### config.mk
export PLATFORM = sky130hd
export DESIGN_NAME = pts_port
export DESIGN_NICKNAME = d
export VERILOG_FILES = /design/src/verilog/pts_pkg.sv /design/src/verilog/pts_port.sv
export SDC_FILE = /design/constraint.sdc
export NUM_CORES = 1
export LEC_CHECK = 0
export BUFFER_PORTS_ARGS = -buffer_cell sky130_fd_sc_hd__buf_2
export CAP_MARGIN = 20
export CORE_ASPECT_RATIO = 1.2
export CORE_MARGIN = 5
export CORE_UTILIZATION = 60
export DETAILED_ROUTE_END_ITERATION = 6
export PLACE_DENSITY = 0.94
export SLEW_MARGIN = 5
export SYNTH_ARGS = -nofsm -noshare
export SYNTH_HDL_FRONTEND = slang
export SYNTH_SLANG_ARGS = --single-unit
export TNS_END_PERCENT = 1
### constraint.sdc
create_clock -name MCLK -period 18.13 [get_ports MCLK]
set_clock_uncertainty 0.1 [all_clocks]
set_input_delay 2.7195 -clock MCLK [delete_from_list [all_inputs] [get_ports MCLK]]
set_output_delay 2.7195 -clock MCLK [all_outputs]
set_load 0.1 [all_outputs]
### src/verilog/pts_pkg.sv
// constants, kinds and carriers of the port ptp timestamp unit
// assumes a 32-bit apb slave with word-indexed registers
package pts_pkg;

  // ----------------------------------------------------------------
  // register indices, byte address is four times the index
  // ----------------------------------------------------------------
  localparam int          IDX_W       = 14;
  localparam logic [13:0] IDX_RX_LAT  = 14'h0C00;
  localparam logic [13:0] IDX_TX_LAT  = 14'h0C02;
  localparam logic [13:0] IDX_ASYM    = 14'h0C04;
  localparam logic [13:0] IDX_REQ_HI  = 14'h0C08;
  localparam logic [13:0] IDX_REQ_LO  = 14'h0C0A;
  localparam logic [13:0] IDX_SYNC_HI = 14'h0C0C;
  localparam logic [13:0] IDX_SYNC_LO = 14'h0C0E;
  localparam logic [13:0] IDX_RESP_HI = 14'h0C10;
  localparam logic [13:0] IDX_RESP_LO = 14'h0C12;
  localparam logic [13:0] IDX_FLAGS   = 14'h0C14;
  localparam logic [13:0] IDX_IRQ_ON  = 14'h0C16;

  // ----------------------------------------------------------------
  // reset values and fields
  // ----------------------------------------------------------------
  localparam logic [15:0] RX_LAT_RST  = 16'h019F;
  localparam logic [15:0] TX_LAT_RST  = 16'h002D;
  localparam logic [15:0] ASYM_RST    = 16'h0000;
  localparam logic [31:0] STAMP_RST   = 32'h0000_0000;
  localparam int          ASYM_SIGN   = 15;
  localparam int          REG_W       = 16;
  localparam int          STAMP_W     = 32;
  localparam int          CORR_W      = 64;
  localparam int          NUM_CH      = 3;
  localparam int          RSVD_TOP    = 12;

  // ----------------------------------------------------------------
  // ptp event kinds, one-hot
  // ----------------------------------------------------------------
  typedef enum logic [4:0] {
    MSG_OTHER = 5'h01,
    MSG_SYNC  = 5'h02,
    MSG_DREQ  = 5'h04,
    MSG_PREQ  = 5'h08,
    MSG_PRESP = 5'h10
  } pts_msg_e;

  // channel 0 request, 1 sync, 2 pdelay response
  localparam int          CH_BIT [3]  = '{14, 15, 13};
  localparam logic [4:0]  CH_KIND [3] = '{5'h0C, 5'h02, 5'h10};

  // ----------------------------------------------------------------
  // carriers
  // ----------------------------------------------------------------
  typedef struct packed {
    logic        valid;
    pts_msg_e    kind;
    logic [63:0] corr;
  } pts_msg_s;

  typedef struct packed {
    logic        valid;
    pts_msg_e    kind;
    logic [31:0] ns;
  } pts_stamp_s;

endpackage

### src/verilog/pts_port.sv
// port ptp timestamp unit: latencies, asymmetry correction, egress
// stamps and their availability flags behind an apb slave
// assumes message and stamp strobes synchronous to MCLK
//
// Behaviour
// RULE_01: rx path latency register, 16 bits, resets to 415 ns.
// RULE_02: tx path latency register, 16 bits, resets to 45 ns.
// RULE_03: asymmetry top bit set means negative magnitude, clear positive.
// RULE_04: add signed asymmetry to ingress sync and pdelay_resp correction.
// RULE_05: subtract signed asymmetry from egress delay_req and pdelay_req.
// RULE_06: read-only 32-bit request egress stamp, high and low words.
// RULE_07: read-only 32-bit sync egress stamp, high and low words.
// RULE_08: read-only 32-bit pdelay_resp egress stamp, high and low words.
// RULE_09: flag bit 15 sets on a new sync stamp.
// RULE_10: flag bit 14 sets on a new request stamp.
// RULE_11: flag bit 13 sets on a new pdelay_resp stamp.
// RULE_12: flags clear by writing one; their or is ptp irq status.
// RULE_13: enable bits at flag positions, reset zero; or is irq enable.
// RULE_14: status bits 12:0 read zero; stamps hold until next frame.
// RULE_15: software reads both words before clearing the flag.
module pts_port
(
  input  wire logic                MCLK,            // clock
  input  wire logic                RST,             // sync reset
  input  wire logic                PSEL,            // apb select
  input  wire logic                PENABLE,         // apb enable
  input  wire logic                PWRITE,          // apb direction
  input  wire logic [15:0]         PADDR,           // apb address
  input  wire logic [31:0]         PWDATA,          // apb write data
  input  wire logic [3:0]          PSTRB,           // apb byte strobes
  output      logic [31:0]         PRDATA,          // apb read data
  output      logic                PREADY,          // apb ready
  output      logic                PSLVERR,         // apb error
  input  wire pts_pkg::pts_msg_s   RX_MSG,          // ingress message
  output      pts_pkg::pts_msg_s   RX_MSG_OUT,      // ingress corrected
  input  wire pts_pkg::pts_msg_s   TX_MSG,          // egress message
  output      pts_pkg::pts_msg_s   TX_MSG_OUT,      // egress corrected
  input  wire pts_pkg::pts_stamp_s TX_STAMP,        // egress stamp
  output      logic [15:0]         RX_LATENCY,      // rx path latency
  output      logic [15:0]         TX_LATENCY,      // tx path latency
  output      logic                PTP_IRQ_STATUS,  // or of flags
  output      logic                PTP_IRQ_ENABLE,  // or of enables
  output      logic                IRQ              // level interrupt
);

  // ----------------------------------------------------------------
  // address decode
  // ----------------------------------------------------------------
  logic [13:0] idx;
  logic        aligned;
  logic        sel_rx;
  logic        sel_tx;
  logic        sel_asym;
  logic        sel_req_hi;
  logic        sel_req_lo;
  logic        sel_sync_hi;
  logic        sel_sync_lo;
  logic        sel_resp_hi;
  logic        sel_resp_lo;
  logic        sel_flags;
  logic        sel_irq_on;
  logic        hit;
  logic        setup;
  logic        access;
  logic        wr;

  assign idx         = PADDR[15:2];
  assign aligned     = PADDR[1:0] == 2'h0;
  assign sel_rx      = aligned && idx == pts_pkg::IDX_RX_LAT;
  assign sel_tx      = aligned && idx == pts_pkg::IDX_TX_LAT;
  assign sel_asym    = aligned && idx == pts_pkg::IDX_ASYM;
  assign sel_req_hi  = aligned && idx == pts_pkg::IDX_REQ_HI;
  assign sel_req_lo  = aligned && idx == pts_pkg::IDX_REQ_LO;
  assign sel_sync_hi = aligned && idx == pts_pkg::IDX_SYNC_HI;
  assign sel_sync_lo = aligned && idx == pts_pkg::IDX_SYNC_LO;
  assign sel_resp_hi = aligned && idx == pts_pkg::IDX_RESP_HI;
  assign sel_resp_lo = aligned && idx == pts_pkg::IDX_RESP_LO;
  assign sel_flags   = aligned && idx == pts_pkg::IDX_FLAGS;
  assign sel_irq_on  = aligned && idx == pts_pkg::IDX_IRQ_ON;
  assign hit         = sel_rx | sel_tx | sel_asym | sel_req_hi
                     | sel_req_lo | sel_sync_hi | sel_sync_lo
                     | sel_resp_hi | sel_resp_lo | sel_flags
                     | sel_irq_on;
  assign setup       = PSEL && !PENABLE;
  assign access      = PSEL && PENABLE;
  assign wr          = access && PWRITE;

  // ----------------------------------------------------------------
  // control registers
  // ----------------------------------------------------------------
  logic [15:0] rx_lat_q;
  logic [15:0] tx_lat_q;
  logic [15:0] asym_q;
  logic [15:0] irq_on_q;
  logic [15:0] rx_lat_d;
  logic [15:0] tx_lat_d;
  logic [15:0] asym_d;
  logic [15:0] irq_on_d;
  logic [15:0] wmask;

  assign wmask    = {{8{PSTRB[1]}}, {8{PSTRB[0]}}};
  assign rx_lat_d = (rx_lat_q & ~wmask) | (PWDATA[15:0] & wmask);
  assign tx_lat_d = (tx_lat_q & ~wmask) | (PWDATA[15:0] & wmask);
  assign asym_d   = (asym_q & ~wmask) | (PWDATA[15:0] & wmask);
  assign irq_on_d = (irq_on_q & ~wmask) | (PWDATA[15:0] & wmask);

  always_ff @(posedge MCLK)
  begin
    if (RST)
    begin
      rx_lat_q <= pts_pkg::RX_LAT_RST; // RULE_01
      tx_lat_q <= pts_pkg::TX_LAT_RST; // RULE_02
      asym_q   <= pts_pkg::ASYM_RST;
    end
    else if (wr)
    begin
      if (sel_rx)
        rx_lat_q <= rx_lat_d; // RULE_01
      if (sel_tx)
        tx_lat_q <= tx_lat_d; // RULE_02
      if (sel_asym)
        asym_q <= asym_d;
    end
  end

  // enable bits only at flag positions
  logic [15:0] flag_mask;
  logic [15:0] flag_vec;

  always_ff @(posedge MCLK)
  begin
    if (RST)
      irq_on_q <= '0; // RULE_13
    else if (wr && sel_irq_on)
      irq_on_q <= irq_on_d & flag_mask; // RULE_13
  end

  assign RX_LATENCY = rx_lat_q;
  assign TX_LATENCY = tx_lat_q;

  // ----------------------------------------------------------------
  // asymmetry correction
  // ----------------------------------------------------------------
  logic [63:0] asym_mag;
  logic [63:0] asym_signed;
  logic        rx_adj;
  logic        tx_adj;
  logic        rx_msg_v_q;
  logic        tx_msg_v_q;
  pts_pkg::pts_msg_e rx_kind_q;
  pts_pkg::pts_msg_e tx_kind_q;
  logic [63:0] rx_corr_q;
  logic [63:0] tx_corr_q;

  assign asym_mag    = {49'h0, asym_q[14:0]};
  assign asym_signed = asym_q[pts_pkg::ASYM_SIGN] ? // RULE_03
                       64'h0 - asym_mag : asym_mag;
  assign rx_adj      = RX_MSG.kind == pts_pkg::MSG_SYNC
                    || RX_MSG.kind == pts_pkg::MSG_PRESP;
  assign tx_adj      = TX_MSG.kind == pts_pkg::MSG_DREQ
                    || TX_MSG.kind == pts_pkg::MSG_PREQ;

  always_ff @(posedge MCLK)
  begin
    if (RST)
    begin
      rx_msg_v_q <= 1'b0;
      tx_msg_v_q <= 1'b0;
      rx_kind_q  <= pts_pkg::MSG_OTHER;
      tx_kind_q  <= pts_pkg::MSG_OTHER;
      rx_corr_q  <= '0;
      tx_corr_q  <= '0;
    end
    else
    begin
      rx_msg_v_q <= RX_MSG.valid;
      tx_msg_v_q <= TX_MSG.valid;
      rx_kind_q  <= RX_MSG.kind;
      tx_kind_q  <= TX_MSG.kind;
      rx_corr_q  <= rx_adj ? RX_MSG.corr + asym_signed // RULE_04
                           : RX_MSG.corr;
      tx_corr_q  <= tx_adj ? TX_MSG.corr - asym_signed // RULE_05
                           : TX_MSG.corr;
    end
  end

  assign RX_MSG_OUT = '{valid: rx_msg_v_q, kind: rx_kind_q,
                        corr: rx_corr_q};
  assign TX_MSG_OUT = '{valid: tx_msg_v_q, kind: tx_kind_q,
                        corr: tx_corr_q};

  // ----------------------------------------------------------------
  // egress stamps and availability flags
  // ----------------------------------------------------------------
  logic [31:0] stamp_q [pts_pkg::NUM_CH];
  logic [2:0]  flag_q;
  logic [2:0]  cap;
  logic [2:0]  clr;

  assign flag_vec[pts_pkg::RSVD_TOP:0]  = '0; // RULE_14
  assign flag_mask[pts_pkg::RSVD_TOP:0] = '0;

  for (genvar c = 0; c < pts_pkg::NUM_CH; c++)
  begin : g_ch
    assign cap[c] = TX_STAMP.valid
                 && |(TX_STAMP.kind & pts_pkg::CH_KIND[c]);
    assign clr[c] = wr && sel_flags && wmask[pts_pkg::CH_BIT[c]]
                 && PWDATA[pts_pkg::CH_BIT[c]]; // RULE_12
    assign flag_vec[pts_pkg::CH_BIT[c]]  = flag_q[c];
    assign flag_mask[pts_pkg::CH_BIT[c]] = 1'b1;

    always_ff @(posedge MCLK)
    begin
      if (RST)
      begin
        stamp_q[c] <= pts_pkg::STAMP_RST;
        flag_q[c]  <= 1'b0;
      end
      else
      begin
        if (cap[c])
          stamp_q[c] <= TX_STAMP.ns; // RULE_06 RULE_07 RULE_08 RULE_14
        // a new stamp wins over a clear in the same cycle
        flag_q[c] <= cap[c] | flag_q[c] & ~clr[c]; // RULE_09 RULE_10 RULE_11
      end
    end
  end

  assign PTP_IRQ_STATUS = |flag_q; // RULE_12
  assign PTP_IRQ_ENABLE = |irq_on_q; // RULE_13
  assign IRQ            = |(flag_vec & irq_on_q);

  // ----------------------------------------------------------------
  // apb read path, data registered in the setup cycle
  // ----------------------------------------------------------------
  logic [15:0] rdata;
  logic [31:0] prdata_q;
  logic        slverr_q;

  always_comb
  begin
    rdata = '0;
    if (sel_rx)
      rdata = rx_lat_q;
    else if (sel_tx)
      rdata = tx_lat_q;
    else if (sel_asym)
      rdata = asym_q;
    else if (sel_req_hi)
      rdata = stamp_q[0][31:16]; // RULE_06
    else if (sel_req_lo)
      rdata = stamp_q[0][15:0]; // RULE_06
    else if (sel_sync_hi)
      rdata = stamp_q[1][31:16]; // RULE_07
    else if (sel_sync_lo)
      rdata = stamp_q[1][15:0]; // RULE_07
    else if (sel_resp_hi)
      rdata = stamp_q[2][31:16]; // RULE_08
    else if (sel_resp_lo)
      rdata = stamp_q[2][15:0]; // RULE_08
    else if (sel_flags)
      rdata = flag_vec; // RULE_14
    else if (sel_irq_on)
      rdata = irq_on_q;
  end

  always_ff @(posedge MCLK)
  begin
    if (RST)
    begin
      prdata_q <= '0;
      slverr_q <= 1'b0;
    end
    else if (setup)
    begin
      prdata_q <= (hit && !PWRITE) ? {16'h0000, rdata} : '0;
      slverr_q <= !hit;
    end
  end

  assign PRDATA  = prdata_q;
  assign PREADY  = 1'b1;
  assign PSLVERR = slverr_q;

  // ----------------------------------------------------------------
  // assertions
  // ----------------------------------------------------------------
  property p_rx_wr;
    @(posedge MCLK) disable iff (RST)
    (wr && sel_rx && PSTRB[1:0] == 2'h3)
    |=> RX_LATENCY == $past(PWDATA[15:0]);
  endproperty
  a_rx_wr: assert property (p_rx_wr) // RULE_01
    else $error("rx latency write lost");

  property p_tx_keep;
    @(posedge MCLK) disable iff (RST)
    !(wr && sel_tx) |=> $stable(TX_LATENCY);
  endproperty
  a_tx_keep: assert property (p_tx_keep) // RULE_02
    else $error("tx latency changed without write");

  property p_rx_neg;
    @(posedge MCLK) disable iff (RST)
    (RX_MSG.kind == pts_pkg::MSG_SYNC && asym_q[15])
    |=> RX_MSG_OUT.corr == $past(RX_MSG.corr)
        - {49'h0, $past(asym_q[14:0])};
  endproperty
  a_rx_neg: assert property (p_rx_neg) // RULE_03
    else $error("negative asymmetry not applied");

  property p_rx_pos;
    @(posedge MCLK) disable iff (RST)
    (RX_MSG.kind == pts_pkg::MSG_PRESP && !asym_q[15])
    |=> RX_MSG_OUT.corr == $past(RX_MSG.corr)
        + {49'h0, $past(asym_q[14:0])};
  endproperty
  a_rx_pos: assert property (p_rx_pos) // RULE_04
    else $error("ingress correction wrong");

  property p_rx_pass;
    @(posedge MCLK) disable iff (RST)
    RX_MSG.kind == pts_pkg::MSG_DREQ
    |=> RX_MSG_OUT.corr == $past(RX_MSG.corr);
  endproperty
  a_rx_pass: assert property (p_rx_pass) // RULE_04
    else $error("ingress request altered");

  property p_tx_sub;
    @(posedge MCLK) disable iff (RST)
    (TX_MSG.kind == pts_pkg::MSG_PREQ && !asym_q[15])
    |=> TX_MSG_OUT.corr == $past(TX_MSG.corr)
        - {49'h0, $past(asym_q[14:0])};
  endproperty
  a_tx_sub: assert property (p_tx_sub) // RULE_05
    else $error("egress correction wrong");

  property p_req_cap;
    @(posedge MCLK) disable iff (RST)
    (TX_STAMP.valid && TX_STAMP.kind == pts_pkg::MSG_DREQ)
    |=> stamp_q[0] == $past(TX_STAMP.ns) && flag_vec[14];
  endproperty
  a_req_cap: assert property (p_req_cap) // RULE_10
    else $error("request stamp not captured");

  property p_sync_cap;
    @(posedge MCLK) disable iff (RST)
    (TX_STAMP.valid && TX_STAMP.kind == pts_pkg::MSG_SYNC)
    |=> stamp_q[1] == $past(TX_STAMP.ns) && flag_vec[15];
  endproperty
  a_sync_cap: assert property (p_sync_cap) // RULE_09
    else $error("sync stamp not captured");

  property p_resp_cap;
    @(posedge MCLK) disable iff (RST)
    (TX_STAMP.valid && TX_STAMP.kind == pts_pkg::MSG_PRESP)
    |=> stamp_q[2] == $past(TX_STAMP.ns) && flag_vec[13];
  endproperty
  a_resp_cap: assert property (p_resp_cap) // RULE_11
    else $error("response stamp not captured");

  property p_w1c;
    @(posedge MCLK) disable iff (RST)
    (wr && sel_flags && PSTRB[1] && PWDATA[15] && !cap[1])
    |=> !flag_vec[15] && PTP_IRQ_STATUS == (flag_vec[14:13] != 2'b00);
  endproperty
  a_w1c: assert property (p_w1c) // RULE_12
    else $error("sync flag not cleared");

  property p_irq;
    @(posedge MCLK) disable iff (RST)
    (wr && sel_irq_on && PSTRB[1] && PWDATA[14] && flag_vec[14])
    |=> IRQ && PTP_IRQ_ENABLE;
  endproperty
  a_irq: assert property (p_irq) // RULE_13
    else $error("enabled flag gives no interrupt");

  property p_hold;
    @(posedge MCLK) disable iff (RST)
    !cap[1] |=> $stable(stamp_q[1]);
  endproperty
  a_hold: assert property (p_hold) // RULE_14
    else $error("sync stamp moved without frame");

  property p_rsvd;
    @(posedge MCLK) disable iff (RST)
    (setup && sel_flags && !PWRITE) |=> PRDATA[12:0] == 13'h0000;
  endproperty
  a_rsvd: assert property (p_rsvd) // RULE_14
    else $error("reserved flag bits not zero");

  c_sync_read: cover property (@(posedge MCLK) disable iff (RST)
    cap[1] ##[1:50] (access && sel_sync_hi && !PWRITE));
  c_clear: cover property (@(posedge MCLK) disable iff (RST)
    flag_vec[15] ##1 clr[1] ##1 !flag_vec[15]);
  c_neg_rx: cover property (@(posedge MCLK) disable iff (RST)
    RX_MSG.valid && rx_adj && asym_q[15]);
  c_set_clr: cover property (@(posedge MCLK) disable iff (RST)
    cap[0] && clr[0]);

endmodule

* Word level (Yosys, flattened, before mapping)
Memory sizes are Yosys's and may differ from the RTL's. Index checks and enable logic that the tools add are counted. Widths: inputs -> output; s select.
Storage, ports and cells: logic and storage cells 133, bits in writable memories 96, bits in registers 227, output and inout port bits 209, memories kept 1, bits of input ports 235
Memory list:
- stamp_q | words 3, width 32, read ports 3, clocked after Yosys merged registers in 0, write ports 3, RTL line pts_port.sv:195 | logic [31:0] stamp_q [pts_pkg::NUM_CH];
Operators by class: bitwise gates (word level) 33, mux-type cells 29, reduce and logical (&&, ||, !) cells 37, add/sub/neg operators 3, eq/ne operators 15
Operators with widths (count):
- $mux 16 | 12
- $mux 64 | 3
- $eq 14x12->1 const B | 11
- $and 16x16->16 | 6
- $mux 32 | 3
- $add 64x64->64 | 1
- $or 16x16->16 | 4
- $sub 64x64->64 | 1
- $logic_and 1x1->1 | 24
- $not 16->16 | 1
- $or 1x1->1 | 16
- $reduce_or 16->1 | 1
- $sub 1x15->16 const A | 1
- $mux 1 | 11
- $reduce_and 2->1 | 3
- $reduce_or 3->1 | 2
- $eq 5x2->1 const B | 1
- $eq 5x3->1 const B | 1
- $eq 5x4->1 const B | 1
- $eq 5x5->1 const B | 1
- $and 1x1->1 | 3
- $logic_not 1->1 | 3
- $not 1->1 | 3
- $logic_not 2->1 | 1
- 2 further kinds | 3

* Logic depth before layout (Yosys ltp)
depth in word-level cells 14, depth in mapped cells 19, depth with buffers taken out 19

* Least setup slack after synthesis
No wires, ideal clock.
path type register -> register, start point register with a tool-made name, end point register tx_corr_q[57], setup time 0.120 ns, data arrival time 5.537 ns, slack 12.374 ns, stages on the path, launching flop included 17, required time 17.910 ns, buffers on the path 1, clock period less this slack 5.756 ns, path through dfxtp_1 > or4_1 > o31ai_1 > nand2_1 > inv_1 > ha_1 > buf_2 > a21oi_1 > o21ai_1 > a21o_1 > a211oi_1 > a31oi_1 > nor3_2 > o31ai_2 > a21boi_2 > mux2i_1 > a211o_1
RTL lines:
- to (signal assigned) | RTL line pts_port.sv:182 | tx_corr_q <= tx_adj ? TX_MSG.corr - asym_signed
- to (decl) | RTL line pts_port.sv:153 | logic [63:0] tx_corr_q;

* Worst setup path after layout
start point input PADDR[9], end point register prdata_q[0], in the netlist PRDATA[0]
Between the ends: longest elaborated chain between the ends 14, elaborated cells on any way between the ends 44, those cells by class 11 x eq/ne; 11 x mux; 10 x bitwise; 12 x reduce/logical
RTL lines:
- from (decl) | RTL line pts_port.sv:28 | input wire logic [15:0] PADDR,
- $eq 14x12->1, on equally long branches | RTL line pts_port.sv:69, pts_port.sv:70
- $logic_and 1x1->1, on equally long branches | RTL line pts_port.sv:69, pts_port.sv:70
- $or 1x1->1 (3 in series) | RTL line pts_port.sv:80 | assign hit = sel_rx | sel_tx | sel_asym | sel_req_hi
- $or 1x1->1 (3 in series) | RTL line pts_port.sv:81 | | sel_req_lo | sel_sync_hi | sel_sync_lo
- $or 1x1->1 (3 in series) | RTL line pts_port.sv:82 | | sel_resp_hi | sel_resp_lo | sel_flags
- $or 1x1->1 | RTL line pts_port.sv:83 | | sel_irq_on;
- $logic_and 1x1->1 | RTL line pts_port.sv:276 | prdata_q <= (hit && !PWRITE) ? {16'h0000, rdata} : '0;
- $mux 16 (*) | RTL line pts_port.sv:276
- to (signal assigned) | RTL line pts_port.sv:276
- to (decl) | RTL line pts_port.sv:237 | logic [31:0] prdata_q;
Every way passes the cells marked *; elsewhere a longest branch is shown, timed or not. A chain may end at the register's enable or synchronous reset.

==> implementation parameters <==
Parameter                              Value

Logic synthesis
  Main synth FF type ... sky130_fd_sc_hd__dfxtp_1
  Adder-cell share of the synthesized area ... under 10%
  Unique masters post-synth ... about 90
  XOR/XNOR share of the synthesized area ... roughly 5%
  Synth warn ... 0
  Proportion of register bits with asynchronous set or reset after synthesis ... 0%
  Synth Area in Compound Gates ... between 20% and 30%
  Mux cell area share after synthesis ... between 1 and 1.5%
  Count of mapped cells out of synthesis ... 2383
  Number of enable flip-flop cells after synthesis ... 96
  Combinational family with the most area after synthesis ... compound AO/OA/AOI/OAI gates
  Count of state elements after synthesis ... approximately 310
  Share of synthesized cell area in and, or, nand and nor gates ... 21.3%
  Portion of the post-synthesis area used by sequential elements ... a little over a third
  Cell area after technology mapping ... 0.0197 mm2
  Syn Area/Cell ... 8.28 um2

Clock network
  Htree depth ... 1
  Cell at the root of the clock tree ... sky130_fd_sc_hd__clkbuf_16
  Setup fix buffers added after clock tree synthesis ... 0
  # resized after CTS ... 0
  Clk slew on worst S/H paths ... 60 ps
  Number of CTS-inserted buffers ... 31
  CTS tree ... built
  Largest buffer count on any clock path ... 3
  Hold bufs inserted after CTS ... 0
  Total clock sinks ... ~300
  Later-pin clock latency in the skew report ... 580 ps

Global route
  Maximum number of pins on one net before global-route repair ... 77
  Via count of the first global-routing pass ... 19276
  Number of antenna violations at the first check in global routing ... 7
  Global-route wire length before repair ... a little over 100000 um
  Remaining Overflow, GRT ... 0
  Total routing usage reported by global routing ... between 30% and 40%

Final layout
  Most frequent cells in the layout ... sky130_fd_sc_hd__buf_2 (406), sky130_fd_sc_hd__nand2_1 (378), sky130_fd_sc_hd__a21oi_1 (273)
  Filler-free cell count of the finished design ... approximately 3200
  Final Net Count ... 3083
  Number of filler cells placed in the layout ... 2528
  Fraction of final layout cells with drive strength greater than 1 ... between 10% and 20%
  Most common cell after layout, fill and taps aside ... sky130_fd_sc_hd__buf_2
  Synthesis-to-layout area growth ... 16.4%

Status
  Run status ... finished clean

Route
  Post-Route WL ... a little under 70000 um
  Average via count per standard cell ... 6.41
  Remaining design rule violation count ... 0
  DRC violation total after the first TritonRoute iteration ... between 2000 and 2500
  DRT antenna net count ... 0
  Via count ... approximately 20000
  Per-cell routed wire length ... between 20 and 25 um
  Pre-antenna DRT Iters ... 7

Power and ir drop
  Total Power ... 1790 uW
  Leak Pwr ... 0.0101 uW
  PwrDens ... between 70 and 80 mW/mm2
  Peak supply drop ... between 0.07 and 0.08 mV

Setup path
  Worst Reg2Reg Path Length in Cells ... 17
  Data arrival time of the critical path ... around 6000 ps
  Category of the critical setup timing path ... in2reg
  Cell chain of the critical path ... buf_2 -> nor4_1 -> nand3_1 -> or3_1 -> nor2_1 -> a22oi_1 -> nand3_1 -> o21ai_0 -> a311oi_1
  Maximum single-stage delay on the critical path ... between 700 and 800 ps
  Count of buffer and inverter cells on the critical path ... 1
  Critical Path Slowest Stage Cell ... sky130_fd_sc_hd__nor2_1
  Crit Reg-Reg Endpoint ... tx_corr_q[55]$_SDFF_PP0_
  Biggest fanout along the worst timing path ... 9
  Critical path capture point type ... flop
  Register-to-register path setup slack ... 12500 ps
  Cell repeated most along the worst path ... sky130_fd_sc_hd__nand3_1
  Required time at the endpoint of the critical path ... about 19000 ps
  Critical path's top delay family ... simple AND/OR/NAND/NOR gates
  Kind of start point of the critical path ... primary input

Min path
  Worst Hold Endpoint ... PRDATA[1]$_SDFFE_PP0P_
  Hold path startpoint ... PRDATA[1]$_SDFFE_PP0P_
  HP Class ... reg2reg
  Hold Path Cell Cnt ... 2

Timing
  Endpoints failing setup ... 0
  Setup repair after global routing missed its margin ... false
  Max-slew violation count ... 0
  Transition time of the tightest slew-check pin ... roughly 1100 ps
  Hold Violations, Final ... 0
  Maximum achievable frequency ... roughly 170 MHz
  Final total negative setup slack ... 0 ps
  Period Utilization, post-route ... between 30% and 40%
  Post-layout minimum cycle time ... between 5000 and 6000 ps
  Slew margin rel. ... 24.3%

Placed design
  Buffers on Ports ... approximately 410
  Placed cells ... around 3100
  Weighted congestion at the end of routability-driven global placement ... 0.991
  Half-perimeter wire length after detailed placement ... 51300 um

Job
  Number of max-capacitance violations reported ... 0

Die
  Starting Density ... 61.0%
  Core box area ... 0.0323 mm2
  Count of boundary I/O pins ... 444
  Die outline area ... approximately 0.037 mm2
  Height of the chip ... 209 um
  Standard-cell rows ... 72
  Die outline width ... 176 um
worst max path at each step:
stage / from / endpoint / slack (ps) / depth (start not counted)
final: PADDR[9] / PRDATA[0]$_SDFFE_PP0P_ / 12340 / 9
after floorplan: flop / tx_corr_q[57]$_SDFF_PP0_ / 12370 / 16
after detailed placement: PADDR[9] / PRDATA[7]$_SDFFE_PP0P_ / 11710 / 7
after global placement: PADDR[9] / PRDATA[7]$_SDFFE_PP0P_ / 11920 / 7
after global routing: PADDR[9] / PRDATA[0]$_SDFFE_PP0P_ / 12250 / 9
after CTS: PADDR[9] / PRDATA[0]$_SDFFE_PP0P_ / 12280 / 7
report_power, final:
group | internal [uW] | switching (uW)
combinational | 93.9 | 312
sequential | 749 | 13.6
clock | 348 | 278
total | 1190 | 603
synth_stat cells, types with 16 or more instances:
cell                       instances  share of area (%)
sky130_fd_sc_hd__nand3_1          62                1.6
sky130_fd_sc_hd__a21o_1           71                2.7
sky130_fd_sc_hd__xor2_1           46                2.0
sky130_fd_sc_hd__buf_4            20               0.76
sky130_fd_sc_hd__inv_1            51               0.97
sky130_fd_sc_hd__a31oi_1          22               0.70
sky130_fd_sc_hd__o21ai_1          19               0.48
sky130_fd_sc_hd__nand2_1         379                7.2
sky130_fd_sc_hd__a211oi_1         35                1.3
sky130_fd_sc_hd__a222oi_1         19               0.96
sky130_fd_sc_hd__mux2i_1          21                1.1
sky130_fd_sc_hd__o21a_1           17               0.65
sky130_fd_sc_hd__nor3_1           45                1.1
sky130_fd_sc_hd__nand4_1          44                1.4
sky130_fd_sc_hd__and3_1           16               0.51
sky130_fd_sc_hd__and2_1          107                3.4
sky130_fd_sc_hd__dfxtp_1         211                 21
sky130_fd_sc_hd__ha_1            127                8.0
sky130_fd_sc_hd__nor2b_1          19               0.60
sky130_fd_sc_hd__xnor2_1          66                2.9
sky130_fd_sc_hd__o21ai_0          93                2.4
sky130_fd_sc_hd__nor2_1          118                2.2
sky130_fd_sc_hd__clkbuf_1        108                2.1
sky130_fd_sc_hd__a21oi_1         273                6.9
sky130_fd_sc_hd__a22oi_1          29                1.1
sky130_fd_sc_hd__o21bai_1         22               0.84
sky130_fd_sc_hd__edfxtp_1         96                 15
sky130_fd_sc_hd__or3_1            16               0.51
sky130_fd_sc_hd__o211ai_1         19               0.72
cell type report:
cell class	count	area (um2)	area share, %
flip-flops and latches	307	7110	30.9
diodes	5	12.5	0.0545
clock inverters	16	128	0.555
repair buffers	431	2260	9.83
clock buffers	40	856	3.72
inverters	52	195	0.849
multi-input cells	1896	11900	51.8
well taps	407	509	2.22
metal layers:
metal | up-vias | part of all wire, % | global-route usage [%]
li1 | 9333 | - | -
met1 | 9405 | 37 | 40.8
met2 | 1188 | 48 | 59.3
met3 | 282 | 8.9 | 6.11
met4 | 6 | 6.4 | 19.6
met5 | - | 0.050 | 0
per-stage QoR:
step           util [%]  setup WS [ps]  hold slack (ps)  area [um2]
6_report           71.0          12340              372       23000
5_1_grt            71.0          12250              390       23000
4_1_cts            70.8          12280              363       22900
3_5_place_dp       67.7          11710              359       21900
3_3_place_gp       67.7          11920              341       21900
2_1_floorplan         -          12370              352       19800
worst reg2reg max path, delay by kind of cell (launching register included):
| kind | cells | cell delay, ps |
|---|---|---|
| compound gates | 9 | 2450 |
| simple gates | 3 | 1100 |
| buf+inv | 3 | 930 |
| fa+ha+maj | 1 | 440 |
| flops | 1 | 390 |
| xor+xnor | 1 | 90 |
kinds of logic after synthesis:
| family | after synthesis |
|---|---|
| simple gates | 877 |
| compound gates | 739 |
| flops | 307 |
| buf+inv | 195 |
| fa+ha+maj | 129 |
| xor+xnor | 112 |
| mux | 22 |
| other cells | 2 |
Power figures use the tool's default switching activity.
